[src/core/mpsc_pkg.sv]
// Constants and carrier types for the module power and sleep control block
package mpsc_pkg;

  localparam int unsigned CLK_HZ        = 125_000_000;
  localparam int unsigned MS_CYC        = CLK_HZ / 1000;
  localparam int unsigned PWR_ON_MS     = 100;
  localparam int unsigned PWR_OFF_MS    = 2000;
  localparam int unsigned RESET_MS      = 1000;
  localparam int unsigned RESLEEP_MS    = 120_000;
  localparam int unsigned INIT_MS       = 50;
  localparam int unsigned RING_LOW_MS   = 30;
  localparam int unsigned RING_PER_MS   = 5000;
  localparam int unsigned SMS_LOW_MS    = 35;
  localparam int unsigned MSW           = 17;
  localparam logic [1:0]  LAMP_STYLE_RST = 2'h0;

  typedef enum logic [2:0] {
    MPSC_OFF, MPSC_INIT, MPSC_WORK, MPSC_DRAIN, MPSC_SLEEP, MPSC_SERVICE
  } mpsc_state_t;

  // Service events from the modem core
  typedef struct packed {
    logic call_in;
    logic call_answered;
    logic data_in;
    logic sms_in;
    logic busy;
    logic sleep_en;
  } mpsc_event_t;

  // Status shown to the modem core
  typedef struct packed {
    logic running;
    logic ready;
    logic asleep;
    logic wake_notify;
    logic core_reset;
  } mpsc_status_t;

endpackage : mpsc_pkg

[src/core/mpsc_ms_timer.sv]
// Counter of millisecond ticks for low-level and state durations
`timescale 1ns/1ps
`default_nettype none
module mpsc_ms_timer #(
  parameter int unsigned W = 17
) (
  input  wire logic         clk_sys,
  input  wire logic         rstn,
  input  wire logic         ce,
  input  wire logic         tick,
  input  wire logic         clear,
  output logic [W-1:0]      count
);

  // Saturating count of ticks since last clear
  always_ff @(posedge clk_sys or negedge rstn) begin
    if (!rstn) begin
      count <= '0;
    end else if (ce) begin
      if (clear) begin
        count <= '0;
      end else if (tick && count != {W{1'b1}}) begin
        count <= count + W'(1);
      end
    end
  end

endmodule : mpsc_ms_timer
`default_nettype wire

[src/core/mpsc_ctrl.sv]
// Power key, reset, sleep handshake, ring and lamp control
`timescale 1ns/1ps
`default_nettype none
module mpsc_ctrl #(
  parameter int unsigned MS_CYC     = mpsc_pkg::MS_CYC,
  parameter int unsigned RESLEEP_MS = mpsc_pkg::RESLEEP_MS
) (
  input  wire logic                 clk_sys,
  input  wire logic                 rstn,
  input  wire logic                 ce,
  input  wire logic                 power_key_input_n,
  input  wire logic                 reset_input_n,
  input  wire logic                 sleep_request,
  input  wire mpsc_pkg::mpsc_event_t evt,
  input  wire logic [1:0]           lamp_style,
  input  wire logic                 lamp_style_we,
  output mpsc_pkg::mpsc_status_t    status_r,
  output logic                      io_supply_output,
  output logic                      ring_n,
  output logic                      network_status_lamp
);

  // ------------------------------------------------------------------
  // Input synchronisers
  // ------------------------------------------------------------------
  logic [2:0] meta_r;
  logic [2:0] sync_r;

  always_ff @(posedge clk_sys or negedge rstn) begin
    if (!rstn) begin
      meta_r <= 3'h7;
      sync_r <= 3'h7;
    end else if (ce) begin
      meta_r <= {power_key_input_n, reset_input_n, sleep_request};
      sync_r <= meta_r;
    end
  end

  logic key_low;
  logic rst_low;
  logic slp_req;
  assign key_low = !sync_r[2];
  assign rst_low = !sync_r[1];
  assign slp_req = sync_r[0];

  // ------------------------------------------------------------------
  // Millisecond tick
  // ------------------------------------------------------------------
  localparam int unsigned PW = $clog2(MS_CYC);
  logic [PW-1:0] pre_r;
  logic          tick;

  assign tick = (pre_r == PW'(MS_CYC - 1));

  always_ff @(posedge clk_sys or negedge rstn) begin
    if (!rstn) begin
      pre_r <= '0;
    end else if (ce) begin
      pre_r <= tick ? '0 : pre_r + PW'(1);
    end
  end

  // ------------------------------------------------------------------
  // Low-time and state timers
  // ------------------------------------------------------------------
  localparam int unsigned W = mpsc_pkg::MSW;
  logic [W-1:0] key_ms;
  logic [W-1:0] rst_ms;
  logic [W-1:0] st_ms;
  logic         st_clr;
  logic         key_done_r;

  mpsc_ms_timer #(.W(W)) u_key (
    .clk_sys (clk_sys), .rstn (rstn), .ce (ce), .tick (tick),
    .clear   (!key_low), .count (key_ms)
  );
  mpsc_ms_timer #(.W(W)) u_rst (
    .clk_sys (clk_sys), .rstn (rstn), .ce (ce), .tick (tick),
    .clear   (!rst_low), .count (rst_ms)
  );
  mpsc_ms_timer #(.W(W)) u_st (
    .clk_sys (clk_sys), .rstn (rstn), .ce (ce), .tick (tick),
    .clear   (st_clr), .count (st_ms)
  );

  logic key_on;
  logic key_off;
  logic rst_hit;
  assign key_on  = key_ms > W'(mpsc_pkg::PWR_ON_MS);
  assign key_off = key_ms >= W'(mpsc_pkg::PWR_OFF_MS);
  assign rst_hit = rst_ms > W'(mpsc_pkg::RESET_MS);

  // ------------------------------------------------------------------
  // Power and sleep state machine
  // ------------------------------------------------------------------
  mpsc_pkg::mpsc_state_t st_r;
  mpsc_pkg::mpsc_state_t st_nxt;
  logic wake_evt;
  assign wake_evt = evt.call_in | evt.data_in | evt.sms_in;

  always_comb begin
    st_nxt = st_r;
    case (st_r)
      mpsc_pkg::MPSC_OFF:
        if (key_on && !key_done_r) st_nxt = mpsc_pkg::MPSC_INIT;
      mpsc_pkg::MPSC_INIT:
        if (st_ms >= W'(mpsc_pkg::INIT_MS)) st_nxt = mpsc_pkg::MPSC_WORK;
      mpsc_pkg::MPSC_WORK:
        if (evt.sleep_en && !slp_req) st_nxt = mpsc_pkg::MPSC_DRAIN;
      mpsc_pkg::MPSC_DRAIN:
        if (slp_req) st_nxt = mpsc_pkg::MPSC_WORK;
        else if (!evt.busy) st_nxt = mpsc_pkg::MPSC_SLEEP;
      mpsc_pkg::MPSC_SLEEP:
        if (slp_req) st_nxt = mpsc_pkg::MPSC_WORK;
        else if (wake_evt) st_nxt = mpsc_pkg::MPSC_SERVICE;
      mpsc_pkg::MPSC_SERVICE:
        if (slp_req) st_nxt = mpsc_pkg::MPSC_WORK;
        else if (!evt.busy && st_ms >= W'(RESLEEP_MS))
          st_nxt = mpsc_pkg::MPSC_SLEEP;
      default: st_nxt = mpsc_pkg::MPSC_OFF;
    endcase
    if (st_r != mpsc_pkg::MPSC_OFF && key_off && !key_done_r)
      st_nxt = mpsc_pkg::MPSC_OFF;
    if (st_r != mpsc_pkg::MPSC_OFF && rst_hit)
      st_nxt = mpsc_pkg::MPSC_INIT;
  end

  // Service time counts from the end of processing
  assign st_clr = (st_nxt != st_r) ||
                  (st_r == mpsc_pkg::MPSC_SERVICE && evt.busy);

  always_ff @(posedge clk_sys or negedge rstn) begin
    if (!rstn) begin
      st_r <= mpsc_pkg::MPSC_OFF;
    end else if (ce) begin
      st_r <= st_nxt;
    end
  end

  // One action per key press
  always_ff @(posedge clk_sys or negedge rstn) begin
    if (!rstn) begin
      key_done_r <= 1'b0;
    end else if (ce) begin
      if (!key_low) key_done_r <= 1'b0;
      else if (st_nxt != st_r && (key_on || key_off)) key_done_r <= 1'b1;
    end
  end

  // ------------------------------------------------------------------
  // Status and IO supply
  // ------------------------------------------------------------------
  logic on_nxt;
  assign on_nxt = st_nxt != mpsc_pkg::MPSC_OFF;

  always_ff @(posedge clk_sys or negedge rstn) begin
    if (!rstn) begin
      status_r         <= '0;
      io_supply_output <= 1'b0;
    end else if (ce) begin
      io_supply_output   <= on_nxt && st_nxt != mpsc_pkg::MPSC_SLEEP;
      status_r.running   <= on_nxt;
      status_r.ready     <= on_nxt && st_nxt != mpsc_pkg::MPSC_INIT;
      status_r.asleep    <= st_nxt == mpsc_pkg::MPSC_SLEEP;
      status_r.wake_notify <= st_r == mpsc_pkg::MPSC_SLEEP &&
                              st_nxt == mpsc_pkg::MPSC_SERVICE;
      status_r.core_reset <= st_nxt == mpsc_pkg::MPSC_INIT;
    end
  end

  // ------------------------------------------------------------------
  // Ring indicator
  // ------------------------------------------------------------------
  logic [12:0] ring_ms_r;
  logic        ringing_r;
  logic [5:0]  sms_ms_r;
  logic        on_now;
  assign on_now = st_r != mpsc_pkg::MPSC_OFF;

  always_ff @(posedge clk_sys or negedge rstn) begin
    if (!rstn) begin
      ringing_r <= 1'b0;
      ring_ms_r <= '0;
    end else if (ce) begin
      if (!on_now || evt.call_answered || !evt.call_in) begin
        ringing_r <= 1'b0;
        ring_ms_r <= '0;
      end else begin
        ringing_r <= 1'b1;
        // Count only once ringing, so the first low lasts a full 30 ticks
        if (tick && ringing_r) begin
          ring_ms_r <= (ring_ms_r == 13'(mpsc_pkg::RING_PER_MS - 1)) ?
                       '0 : ring_ms_r + 13'h1;
        end
      end
    end
  end

  always_ff @(posedge clk_sys or negedge rstn) begin
    if (!rstn) begin
      sms_ms_r <= '0;
    end else if (ce) begin
      if (on_now && evt.sms_in && sms_ms_r == '0) begin
        sms_ms_r <= 6'(mpsc_pkg::SMS_LOW_MS);
      end else if (tick && sms_ms_r != '0) begin
        sms_ms_r <= sms_ms_r - 6'h1;
      end
    end
  end

  always_ff @(posedge clk_sys or negedge rstn) begin
    if (!rstn) begin
      ring_n <= 1'b1;
    end else if (ce) begin
      ring_n <= !((ringing_r &&
                   ring_ms_r < 13'(mpsc_pkg::RING_LOW_MS)) ||
                  sms_ms_r != '0);
    end
  end

  // ------------------------------------------------------------------
  // Network status lamp
  // ------------------------------------------------------------------
  logic [1:0]  style_r;
  logic [11:0] lamp_ms_r;

  always_ff @(posedge clk_sys or negedge rstn) begin
    if (!rstn) begin
      style_r   <= mpsc_pkg::LAMP_STYLE_RST;
      lamp_ms_r <= '0;
    end else if (ce) begin
      if (lamp_style_we) style_r <= lamp_style;
      if (tick) lamp_ms_r <= lamp_ms_r + 12'h1;
    end
  end

  always_ff @(posedge clk_sys or negedge rstn) begin
    if (!rstn) begin
      network_status_lamp <= 1'b0;
    end else if (ce) begin
      if (!on_now) begin
        network_status_lamp <= 1'b0;
      end else begin
        case (style_r)
          2'h0: network_status_lamp <= status_r.asleep ? lamp_ms_r[11]
                                      : lamp_ms_r[9];
          2'h1: network_status_lamp <= lamp_ms_r[8];
          2'h2: network_status_lamp <= 1'b1;
          default: network_status_lamp <= 1'b0;
        endcase
      end
    end
  end

  // ------------------------------------------------------------------
  // Assertions
  // ------------------------------------------------------------------
  ring_idle_high_a: assert property (
    @(posedge clk_sys) disable iff (!rstn)
    (!on_now && $past(!on_now) && sms_ms_r == '0) |=> ring_n)
    else $error("ring low while idle");

  supply_off_a: assert property (
    @(posedge clk_sys) disable iff (!rstn)
    (st_r == mpsc_pkg::MPSC_OFF) |-> !io_supply_output)
    else $error("io supply on while off");

  sleep_supply_a: assert property (
    @(posedge clk_sys) disable iff (!rstn)
    (st_r == mpsc_pkg::MPSC_SLEEP) |-> !io_supply_output)
    else $error("io supply on while asleep");

  drain_wait_a: assert property (
    @(posedge clk_sys) disable iff (!rstn)
    (ce && st_r == mpsc_pkg::MPSC_DRAIN && evt.busy && !rst_hit)
      |=> st_r != mpsc_pkg::MPSC_SLEEP)
    else $error("sleep entered while busy");

  wake_request_a: assert property (
    @(posedge clk_sys) disable iff (!rstn)
    (ce && st_r == mpsc_pkg::MPSC_SLEEP && slp_req && !key_off && !rst_hit)
      |=> st_r == mpsc_pkg::MPSC_WORK)
    else $error("sleep request high did not wake");

  event_wake_a: assert property (
    @(posedge clk_sys) disable iff (!rstn)
    (ce && st_r == mpsc_pkg::MPSC_SLEEP && !slp_req && wake_evt &&
     !key_off && !rst_hit) |=> status_r.wake_notify)
    else $error("wake event without notification");

  power_on_a: assert property (
    @(posedge clk_sys) disable iff (!rstn)
    (ce && st_r == mpsc_pkg::MPSC_OFF && key_on && !key_done_r)
      |=> st_r == mpsc_pkg::MPSC_INIT)
    else $error("no power on after long key press");

  power_off_a: assert property (
    @(posedge clk_sys) disable iff (!rstn)
    (ce && st_r != mpsc_pkg::MPSC_OFF && key_off && !key_done_r && !rst_hit)
      |=> st_r == mpsc_pkg::MPSC_OFF)
    else $error("no power off after 2 s key press");

  answered_high_a: assert property (
    @(posedge clk_sys) disable iff (!rstn)
    (ce && evt.call_answered && sms_ms_r == '0) ##1
    (ce && sms_ms_r == '0) |=> ring_n)
    else $error("ring low after answer");

endmodule : mpsc_ctrl
`default_nettype wire

[config.mk]
export PLATFORM = sky130hd
export DESIGN_NAME = mpsc_ctrl
export DESIGN_NICKNAME = d
export VERILOG_FILES = /design/src/core/mpsc_pkg.sv /design/src/core/mpsc_ms_timer.sv /design/src/core/mpsc_ctrl.sv
export SDC_FILE = /design/constraint.sdc
export NUM_CORES = 1
export LEC_CHECK = 0
export ABC_AREA = 1
export ABC_CLOCK_PERIOD_IN_PS = 2900
export BUFFER_PORTS_ARGS = -buffer_cell sky130_fd_sc_hd__buf_2
export CORE_MARGIN = 3
export CORE_UTILIZATION = 55
export CTS_CLUSTER_SIZE = 14
export DETAILED_ROUTE_END_ITERATION = 6
export GPL_ROUTABILITY_DRIVEN = 0
export PLACE_DENSITY_LB_ADDON = 0.08
export SLEW_MARGIN = 20
export SYNTH_ARGS = -nofsm -noshare
export SYNTH_HDL_FRONTEND = slang
export SYNTH_HIERARCHICAL = 1
export SYNTH_SLANG_ARGS = --single-unit
[constraint.sdc]
create_clock -name clk_sys -period 2.9 [get_ports clk_sys]
set_clock_uncertainty 0.2 [all_clocks]
set_input_delay 0.58 -clock clk_sys [delete_from_list [all_inputs] [get_ports clk_sys]]
set_output_delay 0.58 -clock clk_sys [all_outputs]
set_load 0.02 [all_outputs]
# Word level (Yosys, flattened, before mapping)
# Index checks and enable logic that the tools add are counted.
[totals] regBits=120 inputBits=15 output_inout_bits=8 word_cells=134
[op_classes] addsub=7 order_cmp=6 eq_ne=18 n_mux=30 bitwise_logic=2 reduce_logical=50
[op_table] cell="17-bit two-way mux" count=7
[op_table] cell="17-bit by 1-bit adder with 17-bit output, second input constant" count=4
[op_table] cell="17-bit inequality test, second input constant" count=3
[op_table] cell="13-bit two-way mux" count=3
[op_table] cell="3-bit two-way mux" count=11
[op_table] cell="1-bit logical AND" count=19
[op_table] cell="3-bit one-hot mux with 6 select lines" count=1
[op_table] cell="17-bit equality test, second input constant" count=1
[op_table] cell="17-bit by 11-bit greater-or-equal comparator with 1-bit output, second input constant" count=1
[op_table] cell="17-bit greater-or-equal comparator, second input constant" count=1
[op_table] cell="17-bit by 6-bit greater-or-equal comparator with 1-bit output, second input constant" count=1
[op_table] cell="17-bit by 10-bit > comparator with 1-bit output, second input constant" count=1
[op_table] cell="17-bit by 7-bit > comparator with 1-bit output, second input constant" count=1
[op_table] cell="2-bit AND reduction" count=8
[op_table] cell="13-bit by 1-bit adder with 13-bit output, second input constant" count=1
[op_table] cell="13-bit equality test, second input constant" count=1
[op_table] cell="13-bit by 5-bit < comparator with 1-bit output, second input constant" count=1
[op_table] cell="12-bit by 1-bit adder with 12-bit output, second input constant" count=1
[op_table] cell="3-bit equality test, second input constant" count=4
[op_table] cell="6-bit two-way mux" count=2
[op_table] cell="2-bit nonzero test" count=6
[op_table] cell="3-bit by 1-bit equality test with 1-bit output, second input constant" count=2
[op_table] cell="3-bit by 2-bit equality test with 1-bit output, second input constant" count=2
[op_table] cell="1-bit zero test" count=6
[op_table] cell="15 further kinds" count=25

# Logic depth before layout (Yosys ltp)
[logic_depth] ltp_word=11 depth_mapped=24 ltp_nobuf=24

# By module
# Netlist, hierarchy kept.
[by_module_without_submodules] module="mpsc_ctrl" n_inst=1 cells_each=511 area_per_inst_um2=3971.3 seq_area_each_um2=1735.4
[by_module_without_submodules] module="mpsc_ms_timer" n_inst=3 cells_each=142 area_per_inst_um2=1109.8 seq_area_each_um2=425.4

# Least setup slack after synthesis
# No wires, ideal clock.
[synth_timing] path_kind="register -> register" from="reg u_st.count[7]" to="reg u_st.count[12]" setup_time_ns=0.120 t_arrival_ns=2.315 t_required_ns=2.580 setup_slack_ns=0.265 stages_incl_launch_ff=20 path_buffers=1 period_less_slack_ns=2.635 path_cell_list="dfrtp_1 -> or2_2 -> nor3_1 -> nand3_1 -> nand2_1 -> nand2_1 -> nand3_1 -> nand2_1 -> nand2_1 -> nor2_1 -> nand3_1 -> o21bai_1 -> inv_2 -> nand2_4 -> nand2_8 -> inv_6 -> nand2_4 -> buf_12 -> nand2_2 -> nor2_2"
[synth_between] elab_chain_cells=11 elab_cells_between_ends=18 classes_between="1 x add/sub; 2 x order compare; 2 x eq/ne; 8 x mux; 5 x reduce/logical"
[synth_rtl] item="from (decl)" line_no="mpsc_ms_timer.sv:12" source="output logic [W-1:0] count"
[synth_rtl] item="from (signal assigned)" line_no="mpsc_ms_timer.sv:23" source="count <= count + W'(1);"
[synth_rtl] item="17-bit greater-or-equal comparator" line_no="mpsc_ctrl.sv:118" source="else if (!evt.busy && st_ms >= W'(RESLEEP_MS))"
[synth_rtl] item="1-bit logical AND" line_no="mpsc_ctrl.sv:118"
[synth_rtl] item="3-bit two-way mux" line_no="mpsc_ctrl.sv:118"
[synth_rtl] item="3-bit two-way mux" line_no="mpsc_ctrl.sv:117" source="if (slp_req) st_nxt = mpsc_pkg::MPSC_WORK;"
[synth_rtl] item="3-bit one-hot mux with 6 select lines (*)" line_no="mpsc_ctrl.sv:103" source="case (st_r)"
[synth_rtl] item="3-bit two-way mux (*)" line_no="mpsc_ctrl.sv:122" source="if (st_r != mpsc_pkg::MPSC_OFF && key_off && !key_done_r)"
[synth_rtl] item="3-bit two-way mux (*)" line_no="mpsc_ctrl.sv:124" source="if (st_r != mpsc_pkg::MPSC_OFF && rst_hit)"
[synth_rtl] item="3-bit inequality test (*)" line_no="mpsc_ctrl.sv:129" source="assign st_clr = (st_nxt != st_r) ||"
[synth_rtl] item="1-bit logical OR (*)" line_no="mpsc_ctrl.sv:129"
[synth_rtl] item="net st_clr" line_no="mpsc_ctrl.sv:70" source="logic st_clr;"
[synth_rtl] item="2-bit nonzero test (no line)"
[synth_rtl] item="2-bit AND reduction (no line)"
# Mark *: on every way through the listed nets, which the timed path passes. The rest lies on a longest branch. The select of a mux whose other input is x is not followed.
# A chain may end at the register's enable or synchronous reset.

# Final worst setup path
[layout_timing] from="reg u_key.count[14]" to="reg u_st.count[12]"
[layout_between] elab_chain_cells=10 elab_cells_between_ends=14 classes_between="2 x order compare; 1 x eq/ne; 5 x mux; 6 x reduce/logical"
[layout_rtl] item="from (decl)" line_no="mpsc_ms_timer.sv:12"
[layout_rtl] item="from (signal assigned)" line_no="mpsc_ms_timer.sv:23"
[layout_rtl] item="17-bit by 7-bit > comparator with 1-bit output" line_no="mpsc_ctrl.sv:89" source="assign key_on = key_ms > W'(mpsc_pkg::PWR_ON_MS);"
[layout_rtl] item="1-bit logical AND" line_no="mpsc_ctrl.sv:105" source="if (key_on && !key_done_r) st_nxt = mpsc_pkg::MPSC_INIT;"
[layout_rtl] item="3-bit two-way mux" line_no="mpsc_ctrl.sv:105"
[layout_rtl] item="3-bit one-hot mux with 6 select lines" line_no="mpsc_ctrl.sv:103"
[layout_rtl] item="3-bit two-way mux (*)" line_no="mpsc_ctrl.sv:122"
[layout_rtl] item="3-bit two-way mux (*)" line_no="mpsc_ctrl.sv:124"
[layout_rtl] item="3-bit inequality test (*)" line_no="mpsc_ctrl.sv:129"
[layout_rtl] item="1-bit logical OR (*)" line_no="mpsc_ctrl.sv:129"
[layout_rtl] item="net st_clr" line_no="mpsc_ctrl.sv:70"
[layout_rtl] item="2-bit nonzero test (no line)"
[layout_rtl] item="2-bit AND reduction (no line)"
# Mark *: on every way through the listed nets, which the timed path passes. The rest lies on a longest branch.

==> impl_metrics.tcl <==
set metrics [dict create \
    ant_nets 0 \
    crit_path_start_kind "flip-flop" \
    place_area_um2 7660 \
    async_reset_ff_frac 1.00 \
    yosys.cell_types.count 47 \
    finalCritPeriodShare 0.943 \
    clock-root-buffer "clkbuf_16" \
    antenna_found_initial 1 \
    wl_per_cell_um 13.4 \
    grt_max_degree 62 \
    worst_pin_slew_ns 0.529 \
    r2r_slack_ns 0.17 \
    gr-total-overflow 0 \
    slew_headroom 0.642 \
    start_util 0.572 \
    ys_seq_area_frac 0.413 \
    grt_pass1_vias 5622 \
    synth_edf_count 0 \
    ios 23 \
    synth_seq_cells 120 \
    hold_depth 3 \
    power.density_nw_per_um2 774 \
    drv_cap 0 \
    rr_worst_depth 18 \
    min_from "power_key_input_n" \
    fmax_ghz 0.366 \
    synth_ff_type "dfrtp_1" \
    drive_above_1_share 0.231 \
    end_kind "flip-flop" \
    die_w_um 121 \
    drc 0 \
    antenna_cells 0 \
    worstHoldEndpoint "meta_r[2]$_DFFE_PN1P_" \
    hold_viol_final 0 \
    synthCells 937 \
    ctsHtreeMaxLevel 4 \
    fin_crit_ns 2.73 \
    clock-sinks 120 \
    irDropWorstVdd_mv 0.564 \
    dieArea_um2 14700 \
    dp.cells 1136 \
    cp.arrival_ns 2.84 \
    timing.hold.ws_ns 0.179 \
    finalInstanceArea_um2 8480 \
    synth_nets 963 \
    r2r-start "u_key/count[14]$_DFFE_PN0P_" \
    outcome "completed" \
    rows 41 \
    avgSynthCellArea_um2 7.79 \
    grt.total_usage 0.224 \
    rsz0062_at_grt "yes" \
    crit_fanout 6 \
    synth.cell_area_um2 7300 \
    dp_hpwl_um 11100 \
    insertion_delay_ns 0.41 \
    path_class "flip-flop to flip-flop" \
    cts_inserted_buffers 17 \
    dr.pass1.iters 5 \
    fin_cells 1181 \
    yosysWarnings 6 \
    die_height_um 121 \
    port_buffers 22 \
    p_leak_nw 4.03 \
    drtIter0Drc 398 \
    cts.clk_slew.worst_paths_ns 0.06 \
    setup_viol 0 \
    rr_endpoint "u_st/count[12]$_DFFE_PN0P_" \
    hp-class "input pin to flip-flop" \
    fin_nets 1022 \
    avgViaCountPerCell 5.13 \
    cts_buffer_depth 2 \
    cts_tree "done" \
    coreArea_um2 12800 \
    dr_total_vias 6056 \
    final_max_slew_viol_count 0 \
    grt_pass1_wl_um 26500 \
    cp.required_ns 3.01 \
    wirelength_um 15800 \
    syn_to_final_growth_pct 16.1 \
]
power breakdown:
part           leakage, nW  total, mW  switching [mW]  internal (mW)
Sequential            1.54       2.19           0.253           1.94
Combinational         2.18       2.16            1.28          0.882
Clock                0.302       2.21           0.758           1.45
Total                 4.03       6.56            2.29           4.27
sequential cells by signal (all words and copies together) (netlist names):
register / cells
u_key/count: 17
status_r: 5
pre_r: 17
ringing_r: 1
sync_r: 3
lamp_ms_r: 12
meta_r: 3
st_r: 3
key_done_r: 1
u_rst/count: 17
u_st/count: 17
ring_n: 1
io_supply_output: 1
ring_ms_r: 13
network_status_lamp: 1
style_r: 2
sms_ms_r: 6
cells in the mapped netlist, drive strengths merged (5+ instances only):
| master | instances | area (µm²) |
|---|---|---|
| dfstp | 7 | 184 |
| nor4 | 5 | 43.8 |
| inv | 128 | 495 |
| o21ai | 40 | 200 |
| nand4 | 29 | 188 |
| dfrtp | 113 | 2830 |
| a21oi | 42 | 221 |
| nand3 | 63 | 320 |
| ha | 11 | 138 |
| xor2 | 17 | 149 |
| nand2 | 255 | 1240 |
| nor2 | 161 | 812 |
| buf | 9 | 101 |
| nor3 | 20 | 110 |
cell type report:
type / count / area [µm²]
multi-input cells: 678 / 3760
repair buffers: 51 / 365
fillers: 1098 / 4290
clock buffers: 19 / 443
well taps: 172 / 215
flip-flops and latches: 120 / 3020
inverters: 128 / 498
clock inverters: 13 / 178
worst max-delay path, stage by stage (launching register included):
cell and delay (ns):
dfrtp_1 0.40, nor2_2 0.13, nand2_1 0.08, nor3_2 0.23, nand2_1 0.13, a31oi_2 0.22, nand2_1 0.09, nand2_1 0.06
nand2_1 0.05, nor2_1 0.10, nand3_1 0.10, o21bai_4 0.19, inv_2 0.09, nand2_4 0.07, nand2_8 0.12, buf_6 0.13
nor2_4 0.05, a21oi_2 0.15, nor2_2 0.04
what timing repair did:
item,CTS,global route
gates resized for setup,1,25
pin swaps,0,12
cloned,0,1
setup endpoints to repair,1,15
setup buffers,0,11
endpoints found under the hold margin,27,0
hold buffers,1,0
layout by cell type, fill, tap and decap left out, drive strengths merged:
master,Yosys,final
buf,9,50
o21ai,40,40
clkinv,0,7
o22ai,4,4
nand4,29,29
inv,128,128
xnor2,3,3
nor3,20,20
and2,3,3
o21bai,1,1
a211oi,3,3
nand2,255,256
o41ai,1,1
o211ai,3,3
ha,11,11
nand3,63,63
clkinvlp,0,2
a31oi,4,4
dfrtp,113,113
mux2,2,2
xor2,17,17
clkbuf,3,19
bufinv,0,4
dfstp,7,7
a21boi,2,2
dlygate4sd3,0,1
nor4,5,5
a22oi,1,1
nor2,161,161
nor3b,3,3
o31ai,1,1
a21oi,42,42
or2,3,3
cell families after synthesis:
group | share of synthesized area
buffers and inverters | 0.0833
XOR/XNOR | 0.0240
AND/OR/NAND/NOR | 0.380
multiplexers | 0.00308
adder cells (fa/ha/maj) | 0.0189
flip-flops | 0.413
AO/OA/AOI/OAI | 0.0778
metrics by stage:
step	setup TNS (ns)	power (mW)	util	setup slack (ns)
3_3_place_gp	0	3.89	0.599	0.0631
2_1_floorplan	0	3.53	-	0.265
4_1_cts	0	6.20	0.649	0.0969
6_report	0	6.56	0.664	0.165
5_1_grt	-0.145	6.93	0.664	-0.0274
3_5_place_dp	0	3.92	0.599	0.00548
worst max path at each step:
stage	start	end	slack [ns]	cells after the start
after floorplan	u_st/count[7]$_DFFE_PN0P_	u_st/count[12]$_DFFE_PN0P_	0.27	19
after global placement	evt[1]	u_st/count[4]$_DFFE_PN0P_	0.06	21
after detailed placement	evt[1]	u_st/count[4]$_DFFE_PN0P_	0.005	21
after CTS	u_key/count[12]$_DFFE_PN0P_	u_st/count[4]$_DFFE_PN0P_	0.1	18
after global routing	u_key/count[14]$_DFFE_PN0P_	u_st/count[12]$_DFFE_PN0P_	-0.03	18
final	u_key/count[14]$_DFFE_PN0P_	u_st/count[12]$_DFFE_PN0P_	0.17	18
layer usage:
| layer | track usage | vias to the layer above | wire length, µm |
|---|---|---|---|
| met2 | 0.341 | 100 | 7210 |
| met3 | 0.0587 | 14 | 598 |
| met4 | 0.0588 | 2 | 151 |
| met1 | 0.318 | 2819 | 7800 |
| li1 | - | 3121 | - |
| met5 | 0 | - | 13 |
No activity file was read; power rests on OpenSTA's default activity.
